[config.mk]
export PLATFORM = sky130hd
export DESIGN_NAME = adcc_top
export DESIGN_NICKNAME = d
export VERILOG_FILES = /design/src/design/adcc_pkg.sv /design/src/design/adcc_edge_det.sv /design/src/design/adcc_conv_timer.sv /design/src/design/adcc_top.sv
export SDC_FILE = /design/constraint.sdc
export NUM_CORES = 1
export LEC_CHECK = 0
export BUFFER_PORTS_ARGS = -buffer_cell sky130_fd_sc_hd__buf_2
export CORE_MARGIN = 2
export CORE_UTILIZATION = 57
export DETAILED_ROUTE_END_ITERATION = 16
export PLACE_DENSITY = 0.81
export SKIP_LAST_GASP = 1
export SYNTH_ARGS = -nofsm -noshare
export SYNTH_HDL_FRONTEND = slang
export SYNTH_SLANG_ARGS = --single-unit
[constraint.sdc]
create_clock -name SYS_CLK_I -period 4.7 [get_ports SYS_CLK_I]
set_clock_uncertainty 0.1 [all_clocks]
set_input_delay 0.94 -clock SYS_CLK_I [delete_from_list [all_inputs] [get_ports SYS_CLK_I]]
set_output_delay 0.94 -clock SYS_CLK_I [all_outputs]
set_load 0.02 [all_outputs]
[src/design/adcc_pkg.sv]
package adcc_pkg;

    // register byte addresses on the bus
    localparam logic [7:0] ADCC_OFS_CTRL_STATUS = 8'h00;
    localparam logic [7:0] ADCC_OFS_TRIG_CLOCK  = 8'h04;
    localparam logic [7:0] ADCC_OFS_RESULT_0    = 8'h08;
    localparam logic [7:0] ADCC_OFS_RESULT_1    = 8'h0c;
    localparam logic [7:0] ADCC_OFS_RESULT_2    = 8'h10;
    localparam logic [7:0] ADCC_OFS_RESULT_3    = 8'h14;
    localparam logic [7:0] ADCC_OFS_IRQ_STATUS  = 8'h18;
    localparam logic [7:0] ADCC_OFS_IRQ_MASK    = 8'h1c;

    // control/status field positions
    localparam int ADCC_CSR_END_FLAG  = 7;
    localparam int ADCC_CSR_IRQ_EN    = 6;
    localparam int ADCC_CSR_START     = 5;
    localparam int ADCC_CSR_SCAN      = 4;
    localparam int ADCC_CSR_RSV3      = 3;
    localparam int ADCC_CSR_GROUP     = 2;

    // trigger/clock field positions and fixed reserved ones
    localparam int         ADCC_CR_TRIG_LSB = 6;
    localparam int         ADCC_CR_CKS_LSB  = 2;
    localparam logic [1:0] ADCC_CR_RSV_ONES = 2'h3;

    // trigger source codes
    localparam logic [1:0] ADCC_TRIG_SW    = 2'h0;
    localparam logic [1:0] ADCC_TRIG_TIMER = 2'h1;
    localparam logic [1:0] ADCC_TRIG_BAD   = 2'h2;
    localparam logic [1:0] ADCC_TRIG_EXT   = 2'h3;

    // interrupt status bits
    localparam int ADCC_IRQ_CONV_END = 0;
    localparam int ADCC_IRQ_CHAN_END = 1;

    // conversion length in states (one state is one clock), first and scan repeat
    localparam logic [9:0] ADCC_CONV_FIRST [4] = '{10'd530, 10'd266, 10'd134, 10'd68};
    localparam logic [9:0] ADCC_CONV_SCAN  [4] = '{10'd512, 10'd256, 10'd128, 10'd64};

    // result layout: 10 bits left aligned in 16
    localparam int ADCC_RES_W   = 10;
    localparam int ADCC_RES_LSB = 6;

    // reset values
    localparam logic [7:0] ADCC_CSR_RESET = 8'h00;
    localparam logic [1:0] ADCC_IRQ_RESET = 2'h0;

    // converter sequencer states
    typedef enum logic {ADCC_IDLE, ADCC_CONVERT} adcc_state_e;

endpackage

[src/design/adcc_edge_det.sv]
`timescale 1ns/1ps
`default_nettype none
// one-cycle pulse on a chosen edge of a synchronous input
module adcc_edge_det #(
    parameter bit FALLING = 1'b1
) (
    input  wire logic clk_i,
    input  wire logic rst_i,
    input  wire logic level_i,
    output logic      pulse_o
);
    logic prev_reg;

    // previous level, reset to the idle level of the chosen edge
    always_ff @(posedge clk_i) begin
        if (rst_i) begin
            prev_reg <= FALLING;
        end else begin
            prev_reg <= level_i;
        end
    end

    assign pulse_o = FALLING ? (prev_reg & ~level_i) : (~prev_reg & level_i);
endmodule
`default_nettype wire

[src/design/adcc_conv_timer.sv]
`timescale 1ns/1ps
`default_nettype none
// down counter of conversion states; done is high in the last state
module adcc_conv_timer (
    input  wire logic       clk_i,
    input  wire logic       rst_i,
    input  wire logic       load_i,
    input  wire logic       abort_i,
    input  wire logic [9:0] load_val_i,
    output logic            done_o
);
    logic [9:0] cnt_reg;

    // load wins over abort so a restart in the same cycle is kept
    always_ff @(posedge clk_i) begin
        if (rst_i) begin
            cnt_reg <= 10'h000;
        end else if (load_i) begin
            cnt_reg <= load_val_i;
        end else if (abort_i) begin
            cnt_reg <= 10'h000;
        end else if (cnt_reg != 10'h000) begin
            cnt_reg <= cnt_reg - 10'h001;
        end
    end

    assign done_o = (cnt_reg == 10'h001) & ~abort_i;
endmodule
`default_nettype wire

[src/design/adcc_top.sv]
`timescale 1ns/1ps
`default_nettype none
module adcc_top
    import adcc_pkg::*;
#(
    parameter bit HAS_LOW_INPUTS = 1'b1
) (
    input  wire logic        SYS_CLK_I,
    input  wire logic        RST_I,
    input  wire logic        HSEL_I,
    input  wire logic [31:0] HADDR_I,
    input  wire logic [1:0]  HTRANS_I,
    input  wire logic        HWRITE_I,
    input  wire logic [2:0]  HSIZE_I,
    input  wire logic [31:0] HWDATA_I,
    input  wire logic        HREADY_I,
    output logic      [31:0] HRDATA_O,
    output logic             HREADYOUT_O,
    output logic             HRESP_O,
    input  wire logic        EXT_CONV_TRIGGER_PIN_I,
    input  wire logic        TIMER_PULSE_UNIT_TRIG_I,
    input  wire logic        STANDBY_I,
    input  wire logic        MODULE_STOP_I,
    input  wire logic [9:0]  CONV_RESULT_I,
    output logic      [2:0]  CONV_CHANNEL_O,
    output logic             CONV_BUSY_O,
    output logic             IRQ_O
);
    // bus side
    logic        dp_write_reg;
    logic [7:0]  dp_addr_reg;
    logic        addr_phase;
    logic        wr_csr;
    logic        wr_cr;
    logic        wr_istat;
    logic        wr_imask;
    logic [31:0] rdata_next;
    // registers
    logic        end_flag_reg;
    logic        irq_en_reg;
    logic        start_reg;
    logic        scan_reg;
    logic        rsv3_reg;
    logic [2:0]  chan_sel_reg;
    logic [1:0]  trig_src_reg;
    logic [1:0]  cks_reg;
    logic [9:0]  result_reg [4];
    logic [1:0]  irq_stat_reg;
    logic [1:0]  irq_mask_reg;
    // sequencer
    adcc_state_e state_reg;
    logic [1:0]  scan_idx_reg;
    logic        stop_req;
    logic        ext_fall;
    logic        timer_rise;
    logic        trig_start;
    logic        conv_done;
    logic        pass_done;
    logic        timer_load;
    logic [9:0]  timer_val;
    logic [1:0]  res_idx;
    logic [7:0]  csr_value;
    logic [7:0]  cr_value;

    // address phase of a selected transfer
    assign addr_phase = HSEL_I & HREADY_I & HTRANS_I[1];

    // capture address phase for the write data phase
    always_ff @(posedge SYS_CLK_I) begin
        if (RST_I) begin
            dp_write_reg <= 1'b0;
            dp_addr_reg  <= 8'h00;
        end else if (HREADY_I) begin
            dp_write_reg <= addr_phase & HWRITE_I;
            dp_addr_reg  <= HADDR_I[7:0];
        end
    end

    // zero wait state slave, always OKAY
    always_ff @(posedge SYS_CLK_I) begin
        if (RST_I) begin
            HREADYOUT_O <= 1'b0;
            HRESP_O     <= 1'b0;
        end else begin
            HREADYOUT_O <= 1'b1;
            HRESP_O     <= 1'b0;
        end
    end

    // write strobes in the data phase
    assign wr_csr   = dp_write_reg & (dp_addr_reg == ADCC_OFS_CTRL_STATUS);
    assign wr_cr    = dp_write_reg & (dp_addr_reg == ADCC_OFS_TRIG_CLOCK);
    assign wr_istat = dp_write_reg & (dp_addr_reg == ADCC_OFS_IRQ_STATUS);
    assign wr_imask = dp_write_reg & (dp_addr_reg == ADCC_OFS_IRQ_MASK);

    // register read images
    assign csr_value = {end_flag_reg, irq_en_reg, start_reg, scan_reg, rsv3_reg, chan_sel_reg};
    assign cr_value  = {trig_src_reg, ADCC_CR_RSV_ONES, cks_reg, ADCC_CR_RSV_ONES};

    // read mux, unmapped addresses read zero
    always_comb begin
        rdata_next = 32'h0000_0000;
        unique case (HADDR_I[7:0])
            ADCC_OFS_CTRL_STATUS: rdata_next = {24'h00_0000, csr_value};
            ADCC_OFS_TRIG_CLOCK:  rdata_next = {24'h00_0000, cr_value};
            ADCC_OFS_RESULT_0:    rdata_next = {16'h0000, result_reg[0], 6'h00};
            ADCC_OFS_RESULT_1:    rdata_next = {16'h0000, result_reg[1], 6'h00};
            ADCC_OFS_RESULT_2:    rdata_next = {16'h0000, result_reg[2], 6'h00};
            ADCC_OFS_RESULT_3:    rdata_next = {16'h0000, result_reg[3], 6'h00};
            ADCC_OFS_IRQ_STATUS:  rdata_next = {30'h0, irq_stat_reg};
            ADCC_OFS_IRQ_MASK:    rdata_next = {30'h0, irq_mask_reg};
            default:              rdata_next = 32'h0000_0000;
        endcase
    end

    // read data registered at the address phase, stands through the data phase
    always_ff @(posedge SYS_CLK_I) begin
        if (RST_I) begin
            HRDATA_O <= 32'h0000_0000;
        end else if (addr_phase & ~HWRITE_I) begin
            HRDATA_O <= rdata_next;
        end
    end

    // start sources gated by trigger selection; code 10 starts nothing
    adcc_edge_det #(.FALLING(1'b1)) u_ext_edge (
        .clk_i   (SYS_CLK_I),
        .rst_i   (RST_I),
        .level_i (EXT_CONV_TRIGGER_PIN_I),
        .pulse_o (ext_fall)
    );
    adcc_edge_det #(.FALLING(1'b0)) u_timer_edge (
        .clk_i   (SYS_CLK_I),
        .rst_i   (RST_I),
        .level_i (TIMER_PULSE_UNIT_TRIG_I),
        .pulse_o (timer_rise)
    );
    assign trig_start = ((trig_src_reg == ADCC_TRIG_EXT) & ext_fall) |
                        ((trig_src_reg == ADCC_TRIG_TIMER) & timer_rise);
    assign stop_req   = STANDBY_I | MODULE_STOP_I;

    // conversion timing from clock select; repeats in scan use the shorter ADCC_CONV_SCAN length for the same clock select
    assign timer_load = ((state_reg == ADCC_IDLE) & start_reg & ~stop_req) |
                        ((state_reg == ADCC_CONVERT) & conv_done & scan_reg & start_reg);
    assign timer_val  = (state_reg == ADCC_IDLE) ? ADCC_CONV_FIRST[cks_reg]
                                                 : ADCC_CONV_SCAN[cks_reg];
    adcc_conv_timer u_timer (
        .clk_i      (SYS_CLK_I),
        .rst_i      (RST_I),
        .load_i     (timer_load),
        .abort_i    (~start_reg),
        .load_val_i (timer_val),
        .done_o     (conv_done)
    );

    // end of one pass: single conversion, or last channel of the scan group
    assign pass_done = (state_reg == ADCC_CONVERT) & conv_done &
                       (~scan_reg | (scan_idx_reg == chan_sel_reg[1:0]));
    assign res_idx   = scan_reg ? scan_idx_reg : chan_sel_reg[1:0];

    // sequencer state follows the start bit
    always_ff @(posedge SYS_CLK_I) begin
        if (RST_I) begin
            state_reg <= ADCC_IDLE;
        end else if (~start_reg | stop_req) begin
            state_reg <= ADCC_IDLE;
        end else begin
            unique case (state_reg)
                ADCC_IDLE:    state_reg <= ADCC_CONVERT;
                ADCC_CONVERT: begin
                    if (conv_done & ~scan_reg) begin
                        state_reg <= ADCC_IDLE;
                    end
                end
            endcase
        end
    end

    // scan position always restarts at the group's first input
    always_ff @(posedge SYS_CLK_I) begin
        if (RST_I) begin
            scan_idx_reg <= 2'h0;
        end else if (state_reg == ADCC_IDLE) begin
            scan_idx_reg <= 2'h0;
        end else if (conv_done & scan_reg) begin
            scan_idx_reg <= pass_done ? 2'h0 : scan_idx_reg + 2'h1;
        end
    end

    // channel presented to the analog multiplexer
    always_ff @(posedge SYS_CLK_I) begin
        if (RST_I) begin
            CONV_CHANNEL_O <= 3'h0;
            CONV_BUSY_O    <= 1'b0;
        end else begin
            CONV_BUSY_O <= timer_load | ((state_reg == ADCC_CONVERT) & ~conv_done & start_reg);
            if (timer_load & (state_reg == ADCC_IDLE)) begin
                CONV_CHANNEL_O <= scan_reg ? {chan_sel_reg[2], 2'h0} : chan_sel_reg;
            end else if (timer_load) begin
                CONV_CHANNEL_O <= {chan_sel_reg[2], pass_done ? 2'h0 : scan_idx_reg + 2'h1};
            end
        end
    end

    // results; on a part without inputs 0 and 1 a single conversion of those writes nothing, while a scan stores
    // whatever the converter returns for the absent pins, so scan codes 000 to 011 leave them undefined
    always_ff @(posedge SYS_CLK_I) begin
        if (RST_I) begin
            for (int i = 0; i < 4; i++) begin
                result_reg[i] <= 10'h000;
            end
        end else if ((state_reg == ADCC_CONVERT) & conv_done) begin
            if (HAS_LOW_INPUTS | scan_reg | res_idx[1] | chan_sel_reg[2]) begin
                result_reg[res_idx] <= CONV_RESULT_I;
            end
        end
    end

    // start bit: stop sources win, then software, then triggers, then self clear
    always_ff @(posedge SYS_CLK_I) begin
        if (RST_I) begin
            start_reg <= ADCC_CSR_RESET[ADCC_CSR_START];
        end else if (stop_req) begin
            start_reg <= 1'b0;
        end else if (wr_csr) begin
            start_reg <= HWDATA_I[ADCC_CSR_START];
        end else if (trig_start) begin
            start_reg <= 1'b1;
        end else if (pass_done & ~scan_reg) begin
            start_reg <= 1'b0;
        end
    end

    // plain control bits of the control/status register
    always_ff @(posedge SYS_CLK_I) begin
        if (RST_I) begin
            irq_en_reg   <= ADCC_CSR_RESET[ADCC_CSR_IRQ_EN];
            scan_reg     <= ADCC_CSR_RESET[ADCC_CSR_SCAN];
            rsv3_reg     <= ADCC_CSR_RESET[ADCC_CSR_RSV3];
            chan_sel_reg <= ADCC_CSR_RESET[ADCC_CSR_GROUP:0];
        end else if (wr_csr) begin
            irq_en_reg   <= HWDATA_I[ADCC_CSR_IRQ_EN];
            scan_reg     <= HWDATA_I[ADCC_CSR_SCAN];
            rsv3_reg     <= HWDATA_I[ADCC_CSR_RSV3];
            chan_sel_reg <= HWDATA_I[ADCC_CSR_GROUP:0];
        end
    end

    // end flag: hardware set wins over a written 0, a written 1 is ignored
    always_ff @(posedge SYS_CLK_I) begin
        if (RST_I) begin
            end_flag_reg <= ADCC_CSR_RESET[ADCC_CSR_END_FLAG];
        end else if (pass_done) begin
            end_flag_reg <= 1'b1;
        end else if (wr_csr & ~HWDATA_I[ADCC_CSR_END_FLAG]) begin
            end_flag_reg <= 1'b0;
        end
    end

    // trigger and clock select; reserved bits are constants
    always_ff @(posedge SYS_CLK_I) begin
        if (RST_I) begin
            trig_src_reg <= ADCC_TRIG_SW;
            cks_reg      <= 2'h0;
        end else if (wr_cr) begin
            trig_src_reg <= HWDATA_I[ADCC_CR_TRIG_LSB +: 2];
            cks_reg      <= HWDATA_I[ADCC_CR_CKS_LSB +: 2];
        end
    end

    // sticky interrupt status, write one to clear, set wins
    always_ff @(posedge SYS_CLK_I) begin
        if (RST_I) begin
            irq_stat_reg <= ADCC_IRQ_RESET;
        end else begin
            for (int b = 0; b < 2; b++) begin
                if ((b == ADCC_IRQ_CONV_END) ? pass_done :
                        ((state_reg == ADCC_CONVERT) & conv_done)) begin
                    irq_stat_reg[b] <= 1'b1;
                end else if (wr_istat & HWDATA_I[b]) begin
                    irq_stat_reg[b] <= 1'b0;
                end
            end
        end
    end

    // interrupt mask
    always_ff @(posedge SYS_CLK_I) begin
        if (RST_I) begin
            irq_mask_reg <= ADCC_IRQ_RESET;
        end else if (wr_imask) begin
            irq_mask_reg <= HWDATA_I[1:0];
        end
    end

    // interrupt line: enabled end flag or any unmasked sticky event
    always_ff @(posedge SYS_CLK_I) begin
        if (RST_I) begin
            IRQ_O <= 1'b0;
        end else begin
            IRQ_O <= (end_flag_reg & irq_en_reg) | (|(irq_stat_reg & irq_mask_reg));
        end
    end

    // helper: cycles since a conversion was loaded
    logic [9:0] conv_age_reg;
    always_ff @(posedge SYS_CLK_I) begin
        if (RST_I | timer_load) begin
            conv_age_reg <= 10'h000;
        end else if (conv_age_reg != 10'h3ff) begin
            conv_age_reg <= conv_age_reg + 10'h001;
        end
    end
    logic [1:0] age_cks_reg;
    always_ff @(posedge SYS_CLK_I) begin
        if (RST_I) begin
            age_cks_reg <= 2'h0;
        end else if (timer_load) begin
            age_cks_reg <= cks_reg;
        end
    end
endmodule
`default_nettype wire

======== Yosys cells after proc, flatten, opt, wreduce, memory -nomap -nowiden ========
Memories as Yosys holds them, arrays and structs flattened.
Cells that the tools add are included.
storage, ports and cells
  register bits after elaboration ......... 78
  bits in writable memories ............... 40
  input port bits ......................... 88
  output and inout port bits .............. 39
  word-level logic and storage cells ...... 138
  memories ................................ 1
memory list
  memory      depth  width  rd ports  clocked after memory_dff  wr ports  RTL line        source
  result_reg  4      10     4         0                         4         adcc_top.sv:47  logic [9:0] result_reg [4];
operators by class
  $add $sub $neg .......................... 2
  magnitude comparators ................... 1
  equal/unequal tests ..................... 15
  muxes and demuxes ....................... 36
  bitwise logic cells ..................... 47
  reductions and logical operators ........ 13
operators by type and width
  kind                                                                  count
  16-bit case mux with 8 select lines                                   1
  10-bit 2-to-1 mux                                                     9
  8-bit by 5-bit == test with 1-bit output, second input constant       6
  10-bit binary-select mux with 2-bit select                            2
  1-bit AND                                                             29
  1-bit 2-to-1 mux                                                      17
  8-bit by 3-bit == test with 1-bit output, second input constant       2
  8-bit by 4-bit == test with 1-bit output, second input constant       2
  8-bit zero test                                                       2
  10-bit by 1-bit == test with 1-bit output, second input constant      1
  10-bit nonzero test                                                   1
  10-bit OR reduction                                                   1
  10-bit by 1-bit subtractor with 10-bit output, second input constant  1
  1-bit inverter                                                        9
  2-bit 2-to-1 mux                                                      4
  2-bit nonzero test                                                    4
  2-bit OR reduction                                                    4
  1-bit bitwise OR                                                      7
  3-bit 2-to-1 mux                                                      2
  3-bit greater-or-equal comparator, second input constant              1
  3-bit by 1-bit != test with 1-bit output, second input constant       1
  2-bit inverter with 3-bit output                                      1
  3-bit nonzero test                                                    1
  2-bit by 1-bit adder with 2-bit output, second input constant         1
  5 further kinds                                                       5

======== Longest topological paths before layout ========
Gate-level depths: netlist of run 1.
  word-level depth ........................ 8
  gate-level depth with buffers ........... 7
  gate-level depth less buffers ........... 6

======== Hierarchy ========
From an unflattened synthesis of run 1, not the netlist that was laid out.
second synthesis, totals
  cells, all modules ...................... 458
  area, all modules ....................... 4852.2 um2
modules (own cells, without submodules)
  module                         instances  cells each  area each (um2)  sequential area each (um2)
  adcc_top                       1          379         4176.5           2202.1
  adcc_conv_timer                1          73          593.1            200.2
  adcc_edge_det at u_timer_edge  1          3           47.5             20.0
  adcc_edge_det at u_ext_edge    1          3           35.0             20.0

======== Worst setup path before layout of run 1 ========
No wires, ideal clock.
  path kind ............................... input -> register
  from .................................... input port RST_I
  to ...................................... memory result_reg[2][0], enable pin
  library setup time ...................... 0.339 ns
  data arrival time ....................... 1.977 ns
  data required time ...................... 4.261 ns
  slack ................................... 2.284 ns
  stages on the path ...................... 5
  path buffers ............................ 1
  cell sequence ........................... nand2b_1 > nor4_4 > clkbuf_2 > nand2_1 > nand2_1
RTL lines
  item                RTL line        source
  start: declaration  adcc_top.sv:9   input wire logic RST_I,
  end: declaration    adcc_top.sv:47

==> metrics, run 1 <==
status complete, no violations; Post-Syn Area per Cell roughly 10 um2; share of layout cells above drive strength 1 0.169; Post-CTS Setup Inserts 0; dpl hpwl about 7600 um; ANT nets after route 0; Clock Root Buffer clkbuf_8; Post-synth EDFFs 40; Mapped Area around 4800 um2; H-tree levels 3; number of CTS-inserted buffers 9; post-synth top area share 0.257; DR WL/cell roughly 18 um; Crit Path Max Fanout 38; FFs w/ async S/R, synth 0; setup total negative slack 0 ns; first-pass GRT wire length 17,500 um; fin. max-slew vios 0; Setup Viol. Count Final 0; dpl cells 604; Least-Margin Pin Slew 1.28 ns; Worst path slowest cell nor4_4; number of maximum-capacitance violations 0; Seq/Total Area, Yosys 0.505; final wirelength about 11,000 um; vias in the first global route around 3,600; crit end category flip-flop; critical-path cell list buf_2, nand2b_1, nor4_4, and2b_1, or2_2; # rows 33; Final Cycle Share 0.663; DRT Pass-1 Iters 5; total grt overflow 0; largest area contributor in the netlist dfxtp_1; total power draw 1.60 mW; Slew Limit Headroom 0.144; top routing layer in use met4; Clock Sinks roughly 100; post-layout util 0.640; Max Clk Rate between 0.3 and 0.4 GHz; M1 wire length approximately 4800 um; Placed Area between 5000 and 6000 um2; Die H between 90 and 100 um; die area approximately 9200 um2; final net count 601; die width ~96 um; most common flop cell mapped by yosys dfxtp_1; routability congestion estimate slightly above 0.9; met3 wire len 655 um; cts hold-fix bufs 0; DRT iter0 DRCs between 200 and 300; Ys Warns 0; Port Buf Inserts between 50 and 60; LEAKAGE 2.22 nW; WP data required 4.65 ns; TritonCTS clock tree built; Vias approximately 3,800; met2 routed WL around 5400 um; drt drc 0; WS Path Type in -> reg; minimum clock period just over 3 ns; n_diodes 0; filler instances ~700; peak supply drop between 0.00015 and 0.0002 V; CP Buf/Inv Count 1; DR vias/cell between 6 and 7; maximum buffer depth of the clock tree 2; Hold Path Class reg -> reg; fin cells between 600 and 700; synth top area cells dfxtp_1 26%, edfxtp_1 25%, mux2i_1 5.0%; antenna violations before repair 0; post-cts resize count 0; I/O Pins about 130; Synth Register Bits roughly 100; final instance area between 5000 and 6000 um2; effective utilization at floorplan 0.588; Area Growth Syn to Fin 8.88%; clk slew on worst S/H paths 0.11 ns; number of flip-flops in the largest register 40; Post-Syn Instances roughly 470; CP peak stage delay 0.68 ns; Core ar. a little over 8000 um2; post-synth cell types 61; top cell family by delay on the critical path simple AND/OR/NAND/NOR gates; overall global routing resource usage 0.247; crit start category input port; final hold vios 0; largest net degree at the start of global routing 39; CP Data Arrival Time about 3.1 ns; Worst-Skew Late Latency between 0.3 and 0.4 ns; RSZ-0062 raised after global routing no; PD cells 304 nW/um2
path summary, 6_finish.rpt:
path	slack [ns]	cells after the start	endpoint	startpoint
setup / recovery	1.58	5	result_reg[1][9]	RST_I
hold / removal	0.36	2	HRDATA_O[3]	HRDATA_O[3]
setup reg to reg	1.73	4	result_reg[1][9]	u_timer.cnt_reg[4]
hold reg to reg	0.36	2	HRDATA_O[3]	HRDATA_O[3]
power breakdown:
| group | total [mW] | leakage, nW | switching, mW | internal (mW) |
|---|---|---|---|---|
| Clock | 0.554 | 0.104 | 0.322 | 0.232 |
| Sequential | 0.942 | 0.915 | 0.00788 | 0.934 |
| Combinational | 0.105 | 1.20 | 0.0722 | 0.0330 |
placed cells by master, fill, tap and decap left out, types with 7 or more instances in the layout:
master,n
inv_1,8
clkbuf_8,9
a221oi_1,16
nor3_1,9
dfxtp_1,62
nor2_1,43
conb_1,17
a22o_1,12
nand3_1,7
edfxtp_1,40
mux2i_1,24
a21oi_1,14
and3_1,13
buf_2,57
nand2_1,24
o21ai_0,13
nor2b_1,8
and2_1,35
tightest hold or removal path: stages, from the launching register on:
cell	delay, ns
dfxtp_1	0.34
nand2_1	0.04
o21ai_0	0.05
logic make-up (layout without fill, tap and decap cells):
kind of cell    Yosys count  in the layout  share of synthesized area
compound gates           94             94                      0.142
xor+xnor                  6              6                     0.0109
fa+ha+maj                 3              3                    0.00777
buf+inv                  56             84                     0.0608
flops                   102            102                      0.505
mux                      28             28                     0.0590
other cells               1             17                   0.000776
simple gates            181            181                      0.214
metal layers:
layer | vias to the layer above | track usage
met5 | - | 0
met4 | 0 | 0.0631
met3 | 14 | 0.0517
met2 | 146 | 0.412
met1 | 1848 | 0.329
li1 | 1776 | -
cell usage after synthesis, types with 9 or more instances:
library cell / number
dfxtp_1: 62
nor2_1: 43
edfxtp_1: 40
and2_1: 35
mux2i_1: 24
nand2_1: 24
clkbuf_1: 21
buf_4: 17
a221oi_1: 16
a21oi_1: 14
and3_1: 13
o21ai_0: 13
a22o_1: 12
nor3_1: 9
cell type report:
class | instances | area (um2) | area share
multi-input cells | 329 | 2160 | 0.410
inverters | 9 | 33.8 | 0.00642
repair buffers | 59 | 300 | 0.0571
well taps | 105 | 131 | 0.0250
flip-flops and latches | 102 | 2440 | 0.464
clock inverters | 6 | 48.8 | 0.00927
clock buffers | 10 | 149 | 0.0283
through the flow:
step,hold WS [ns],setup slack (ns)
2_1_floorplan,0.342,2.28
3_3_place_gp,0.335,1.27
3_5_place_dp,0.338,1.23
4_1_cts,0.364,1.61
5_1_grt,0.385,1.42
6_report,0.359,1.58
Power figures use the tool's default switching activity.
==> run 2, diff against run 1 <==
CORE_UTILIZATION = 48   (was 57)
PLACE_DENSITY = 0.73   (was 0.81)
clock period = 2.82 ns   (was 4.7 ns; I/O delays follow)
==> run 2 against run 1 <==
Compared with the run above: via count shrank 1.3%; critical path depth is 1 lower; hold slack lost 0.058 ns; wire length down 1.0%; global-route usage is 4.3 points lower; clock-buffer cell count grew 3; combinational power is 69% higher; utilization decreased by 9.1 points; sequential share of layout area decreased by 0.94 points; critical path type is now reg -> reg; largest cell class unchanged; largest power group unchanged.
==> metrics, run 2 (same netlist as run 1, synthesis figures left out) <==
status complete, no violations (unchanged); R2R cell count 4 (unchanged); crit end category flip-flop (unchanged); share of layout cells above drive strength 1 0.179 (was 0.169); DRT Pass-1 Iters 6 (was 5); register area 2440 um2 (unchanged); Area Growth Syn to Fin 11.1% (was 8.88%); total grt overflow 0 (unchanged); final instance area 5370 um2 (was 5260 um2); DRT iter0 DRCs 359 (was 289); TritonCTS clock tree built (unchanged); LEAKAGE 2.26 nW (was 2.22 nW); Flop pwr share 0.585 (was 0.588); CP startpoint u_timer.cnt_reg[4] (was RST_I); DR WL/cell 16.5 um (was 17.7 um); setup total negative slack 0 ns (unchanged); final net count 610 (was 601); RSZ-0062 raised after global routing no (unchanged); Least-Margin Pin Slew 1.19 ns (was 1.28 ns); Placed Area 5170 um2 (was 5060 um2); number of maximum-capacitance violations 0 (unchanged); DR vias/cell 5.68 (was 6.10); commonest non-fill, non-tap cell in the layout dfxtp_1 (unchanged); drt drc 0 (unchanged); Final Cycle Share 0.869; ANT nets after route 0 (unchanged); hold path start EXT_CONV_TRIGGER_PIN_I (was HRDATA_O[3]); first-pass GRT wire length 17,800 um (was 17,500 um); # rows 36 (was 33); WHS Path Cells 3 (was 2); WP data required 2.72 ns (was 4.65 ns); Vias 3,735 (was 3,784); antenna violations before repair 0 (unchanged); maximum buffer depth of the clock tree 2 (unchanged); final wirelength 10,900 um (was 11,000 um); clk slew on worst S/H paths 0.10 ns (was 0.11 ns); Max Clk Rate roughly 0.41 GHz; peak supply drop 0.000211 V (was 0.000174 V); Multi-input gate area 2160 um2 (unchanged); crit start category flip-flop (was input port); die width 104 um (was 96.1 um); PD cells 499 nW/um2 (was 304 nW/um2); die area 10,900 um2 (was 9230 um2); Port Buf Inserts 57 (unchanged); Die H 104 um (was 96.1 um); Post-CTS Setup Inserts 0 (unchanged); overall global routing resource usage 0.204 (was 0.247); post-cts resize count 0 (unchanged); GR Util met2 0.340 (was 0.412); Hold Path Class in -> reg (was reg -> reg); total power draw 2.68 mW (was 1.60 mW); final hold vios 0 (unchanged); met1 Use GR 0.264 (was 0.329); cts hold-fix bufs 0 (unchanged); Clock Root Buffer clkbuf_8 (unchanged); effective utilization at floorplan 0.494 (was 0.588); routability congestion estimate 0.874 (was 0.919); worst reg2reg startpoint u_timer.cnt_reg[4] (unchanged); Setup Viol. Count Final 0 (unchanged); WS Path Type reg -> reg (was in -> reg); fin. max-slew vios 0 (unchanged); filler instances 855 (was 696); number of flip-flops in the largest register 40 (unchanged); internal power 2.05 mW (was 1.20 mW); Slew Limit Headroom 0.207 (was 0.144); minimum clock period ~2.5 ns; n_diodes 0 (unchanged); number of CTS-inserted buffers 9 (unchanged); GRT met3 Usage 0.0476 (was 0.0517); I/O Pins 127 (unchanged); dpl hpwl 7500 um (was 7650 um); Core ar. 9770 um2 (was 8220 um2); Sw Pwr 635 uW (was 402 uW); most frequent cells in the layout 62 x dfxtp_1, 57 x buf_2, 43 x nor2_1 (unchanged); Net Sw Frac 0.237 (was 0.251); largest net degree at the start of global routing 38 (was 39); Crit Path Max Fanout 10 (was 38); Clock Sinks 102 (unchanged); GRT busiest layer met2 (unchanged); H-tree levels 3 (unchanged); Worst-Skew Late Latency 0.36 ns (was 0.37 ns); Clk network pwr share 0.350 (was 0.346); vias in the first global route 3,608 (was 3,587); Combinational Power Share 0.066 (about the same); CP Data Arrival Time 2.36 ns (was 3.06 ns)
[run 2: changes by cell type in the layout (fill, tap and decap cells not counted)]
cell       previous run  this run
buf_4                 2        11
clkbuf_1              0         2
clkinv_4              2         0
clkbuf_16             1         2
inv_4                 1         0
inv_6                 1         2
inv_8                 1         0
[run 2: final timing paths]
check	endpoint	slack, ns
setup / recovery	result_reg[2][0]	0.37
hold / removal	u_ext_edge.prev_reg	0.30
setup reg to reg	result_reg[2][0]	0.37
hold reg to reg	HRDATA_O[0]	0.36
[run 2: power groups by stage]
stage	Sequential (mW)	Clock, mW	Combinational [mW]
2_1_floorplan	1.60	0	0.129
3_3_place_gp	1.60	0	0.172
3_5_place_dp	1.60	0	0.176
4_1_cts	1.57	0.947	0.176
5_1_grt	1.57	1.01	0.194
6_report	1.57	0.938	0.177
[run 2: final cells by class]
cell class,instances,area share
Clock buffer,13,0.0338
Tap cell,133,0.0310
Clock inverter,3,0.00419
Multi-Input combinational cell,329,0.402
Timing Repair Buffer,68,0.0685
Sequential cell,102,0.455
Inverter,9,0.00629
[run 2: through the flow]
step / utilization / std cells / worst slack [ns] / hold WS [ns]
after floorplan: - / 487 / 0.558 / 0.342
after global placement: 0.529 / 641 / 0.342 / 0.337
after detailed placement: 0.529 / 641 / 0.315 / 0.348
after CTS: 0.550 / 657 / 0.388 / 0.289
after global routing: 0.550 / 657 / 0.205 / 0.309
final: 0.550 / 657 / 0.369 / 0.301
[run 2: critical path, stage by stage (launching register included)]
cell     delay, ns
dfxtp_1       0.38
or4_1         0.70
nor4_4        0.43
nand2_1       0.08
nand2_1       0.40
[run 2: per-layer routing]
layer / routed length (um) / part of all wire / vias to the layer above
met2: 5220 / 0.48 / 148
met4: 127 / 0.012 / 0
li1: - / - / 1793
met3: 746 / 0.069 / 12
met1: 4760 / 0.44 / 1782
met5: 0 / 0 / -
==> run 3, diff against run 2 <==
CELL_PAD_IN_SITES_DETAIL_PLACEMENT = 1   (was unset)
CELL_PAD_IN_SITES_GLOBAL_PLACEMENT = 2   (was unset)
CORE_UTILIZATION = 29   (was 48)
PLACE_DENSITY = 0.71   (was 0.73)
SKIP_LAST_GASP = unset   (was 1)
==> run 3 against run 2 <==
Compared with the run above: register-to-register slack got worse by 0.03 ns; critical endpoint is now result_reg[2][4]; non-clock buffer count is 6 higher; largest cell class unchanged; critical path type unchanged; power rose by 17%.
==> metrics, run 3 (same netlist as run 1, synthesis figures left out) <==
# rows 47 (was 36); commonest non-fill, non-tap cell in the layout dfxtp_1 (unchanged); first-pass GRT wire length 21,000 um (was 17,800 um); H-tree levels 3 (unchanged); Worst-Skew Late Latency 0.35 ns (was 0.36 ns); Hold Path Class in -> reg (unchanged); Post-CTS Setup Inserts 0 (unchanged); CP startpoint u_timer.cnt_reg[4] (unchanged); post-cts resize count 0 (unchanged); crit end category flip-flop (unchanged); final net count 616 (was 610); fin. max-slew vios 0 (unchanged); filler instances 1,897 (was 855); worst reg2reg setup slack 0.34 ns (was 0.37 ns); Critical R2R Capture result_reg[2][4] (was result_reg[2][0]); minimum clock period 2.48 ns (was 2.45 ns); vias in the first global route 3,950 (was 3,608); Least-Margin Pin Slew 0.748 ns (was 1.19 ns); crit start category flip-flop (unchanged); post-layout util 0.343 (was 0.550); most frequent cells in the layout 62 x dfxtp_1, 57 x buf_2, 43 x nor2_1 (unchanged); Die H 133 um (was 104 um); RSZ-0062 raised after global routing no (unchanged); Clock Root Buffer clkbuf_16 (was clkbuf_8); Setup Viol. Count Final 0 (unchanged); number of maximum-capacitance violations 0 (unchanged); peak supply drop 0.000334 V (was 0.000211 V); LEAKAGE 2.34 nW (was 2.26 nW); final hold vios 0 (unchanged); DR vias/cell 4.97 (was 5.68); final wirelength 12,900 um (was 10,900 um); final instance area 5650 um2 (was 5370 um2); I/O Pins 127 (unchanged); Slew Limit Headroom 0.494 (was 0.207); maximum buffer depth of the clock tree 2 (unchanged); setup total negative slack 0 ns (unchanged); routability congestion estimate 0.826 (was 0.874); WP data required 2.77 ns (was 2.72 ns); n_diodes 0 (unchanged); number of CTS-inserted buffers 9 (unchanged); Place WS 0.356 ns (was 0.315 ns); Final Cycle Share 0.880 (was 0.869); worst reg2reg startpoint u_timer.cnt_reg[4] (unchanged); number of flip-flops in the largest register 40 (unchanged); CP Data Arrival Time 2.43 ns (was 2.36 ns); overall global routing resource usage 0.151 (was 0.204); fin cells 750 (was 657); Max Clk Rate 0.403 GHz (was 0.408 GHz); Crit Path Max Fanout 12 (was 10); Core ar. 16,500 um2 (was 9770 um2); TritonCTS clock tree built (unchanged); die area 17,700 um2 (was 10,900 um2); DRT iter0 DRCs 191 (was 359); WS Path Type reg -> reg (unchanged); largest net degree at the start of global routing 32 (was 38); DR WL/cell 17.2 um (was 16.5 um); R2R cell count 6 (was 4); share of layout cells above drive strength 1 0.192 (was 0.179); Clock Sinks 102 (unchanged); dpl cells 734 (was 641); status complete, no violations (unchanged); dpl hpwl 9320 um (was 7500 um); DRT Pass-1 Iters 4 (was 6); clk slew on worst S/H paths 0.07 ns (was 0.10 ns); Port Buf Inserts 57 (unchanged); effective utilization at floorplan 0.294 (was 0.494); ANT nets after route 0 (unchanged); die width 133 um (was 104 um); PD cells 556 nW/um2 (was 499 nW/um2); cts hold-fix bufs 0 (unchanged); Vias 3,724 (was 3,735); CP endpoint result_reg[2][4] (was result_reg[2][0]); total grt overflow 0 (unchanged); drt drc 0 (unchanged); Area Growth Syn to Fin 16.9% (was 11.1%); antenna violations before repair 1 (was 0); final worst slack 0.338 ns (was 0.369 ns); Placed Area 5320 um2 (was 5170 um2)
[run 3: worst min-delay path by stage]
stage | startpoint | cells after the start | end | slack, ns
after detailed placement | HRDATA_O[4] | 2 | HRDATA_O[4] | 0.35
after global placement | HRDATA_O[3] | 2 | HRDATA_O[3] | 0.34
final | STANDBY_I | 2 | state_reg | 0.31
after floorplan | dp_write_reg | 2 | dp_write_reg | 0.34
after CTS | STANDBY_I | 2 | state_reg | 0.30
after global routing | STANDBY_I | 2 | state_reg | 0.34
[run 3: per-stage QoR]
| stage | power, mW | hold WS (ns) |
|---|---|---|
| 2_1_floorplan | 1.73 | 0.342 |
| 3_3_place_gp | 1.79 | 0.337 |
| 3_5_place_dp | 1.79 | 0.351 |
| 4_1_cts | 3.18 | 0.301 |
| 5_1_grt | 3.26 | 0.337 |
| 6_report | 3.14 | 0.315 |
[run 3: routing by layer]
| metal | vias up | share of wire | GRT usage |
|---|---|---|---|
| li1 | 1799 | - | - |
| met1 | 1829 | 0.46 | 0.196 |
| met2 | 75 | 0.49 | 0.252 |
| met3 | 19 | 0.038 | 0.0266 |
| met4 | 2 | 0.018 | 0.0632 |
| met5 | - | 0.0010 | 0 |
[run 3: power breakdown]
part / switching (mW) / internal (mW)
Combinational: 0.124 / 0.0618
Clock: 0.599 / 0.791
Sequential: 0.0125 / 1.56
[run 3: final cells by class]
cell class | count | area (um2) | share of cell area
multi-input cells | 329 | 2160 | 0.382
flip-flops and latches | 102 | 2440 | 0.432
inverters | 9 | 33.8 | 0.00598
well taps | 220 | 275 | 0.0487
clock buffers | 9 | 225 | 0.0399
repair buffers | 74 | 413 | 0.0731
clock inverters | 7 | 104 | 0.0184
[run 3: critical path: stages, from the launching register on]
cell     delay (ns)
dfxtp_1        0.37
or4_1          0.71
nor4_4         0.43
buf_4          0.24
nand2_1        0.06
nand2_1        0.06
buf_4          0.20
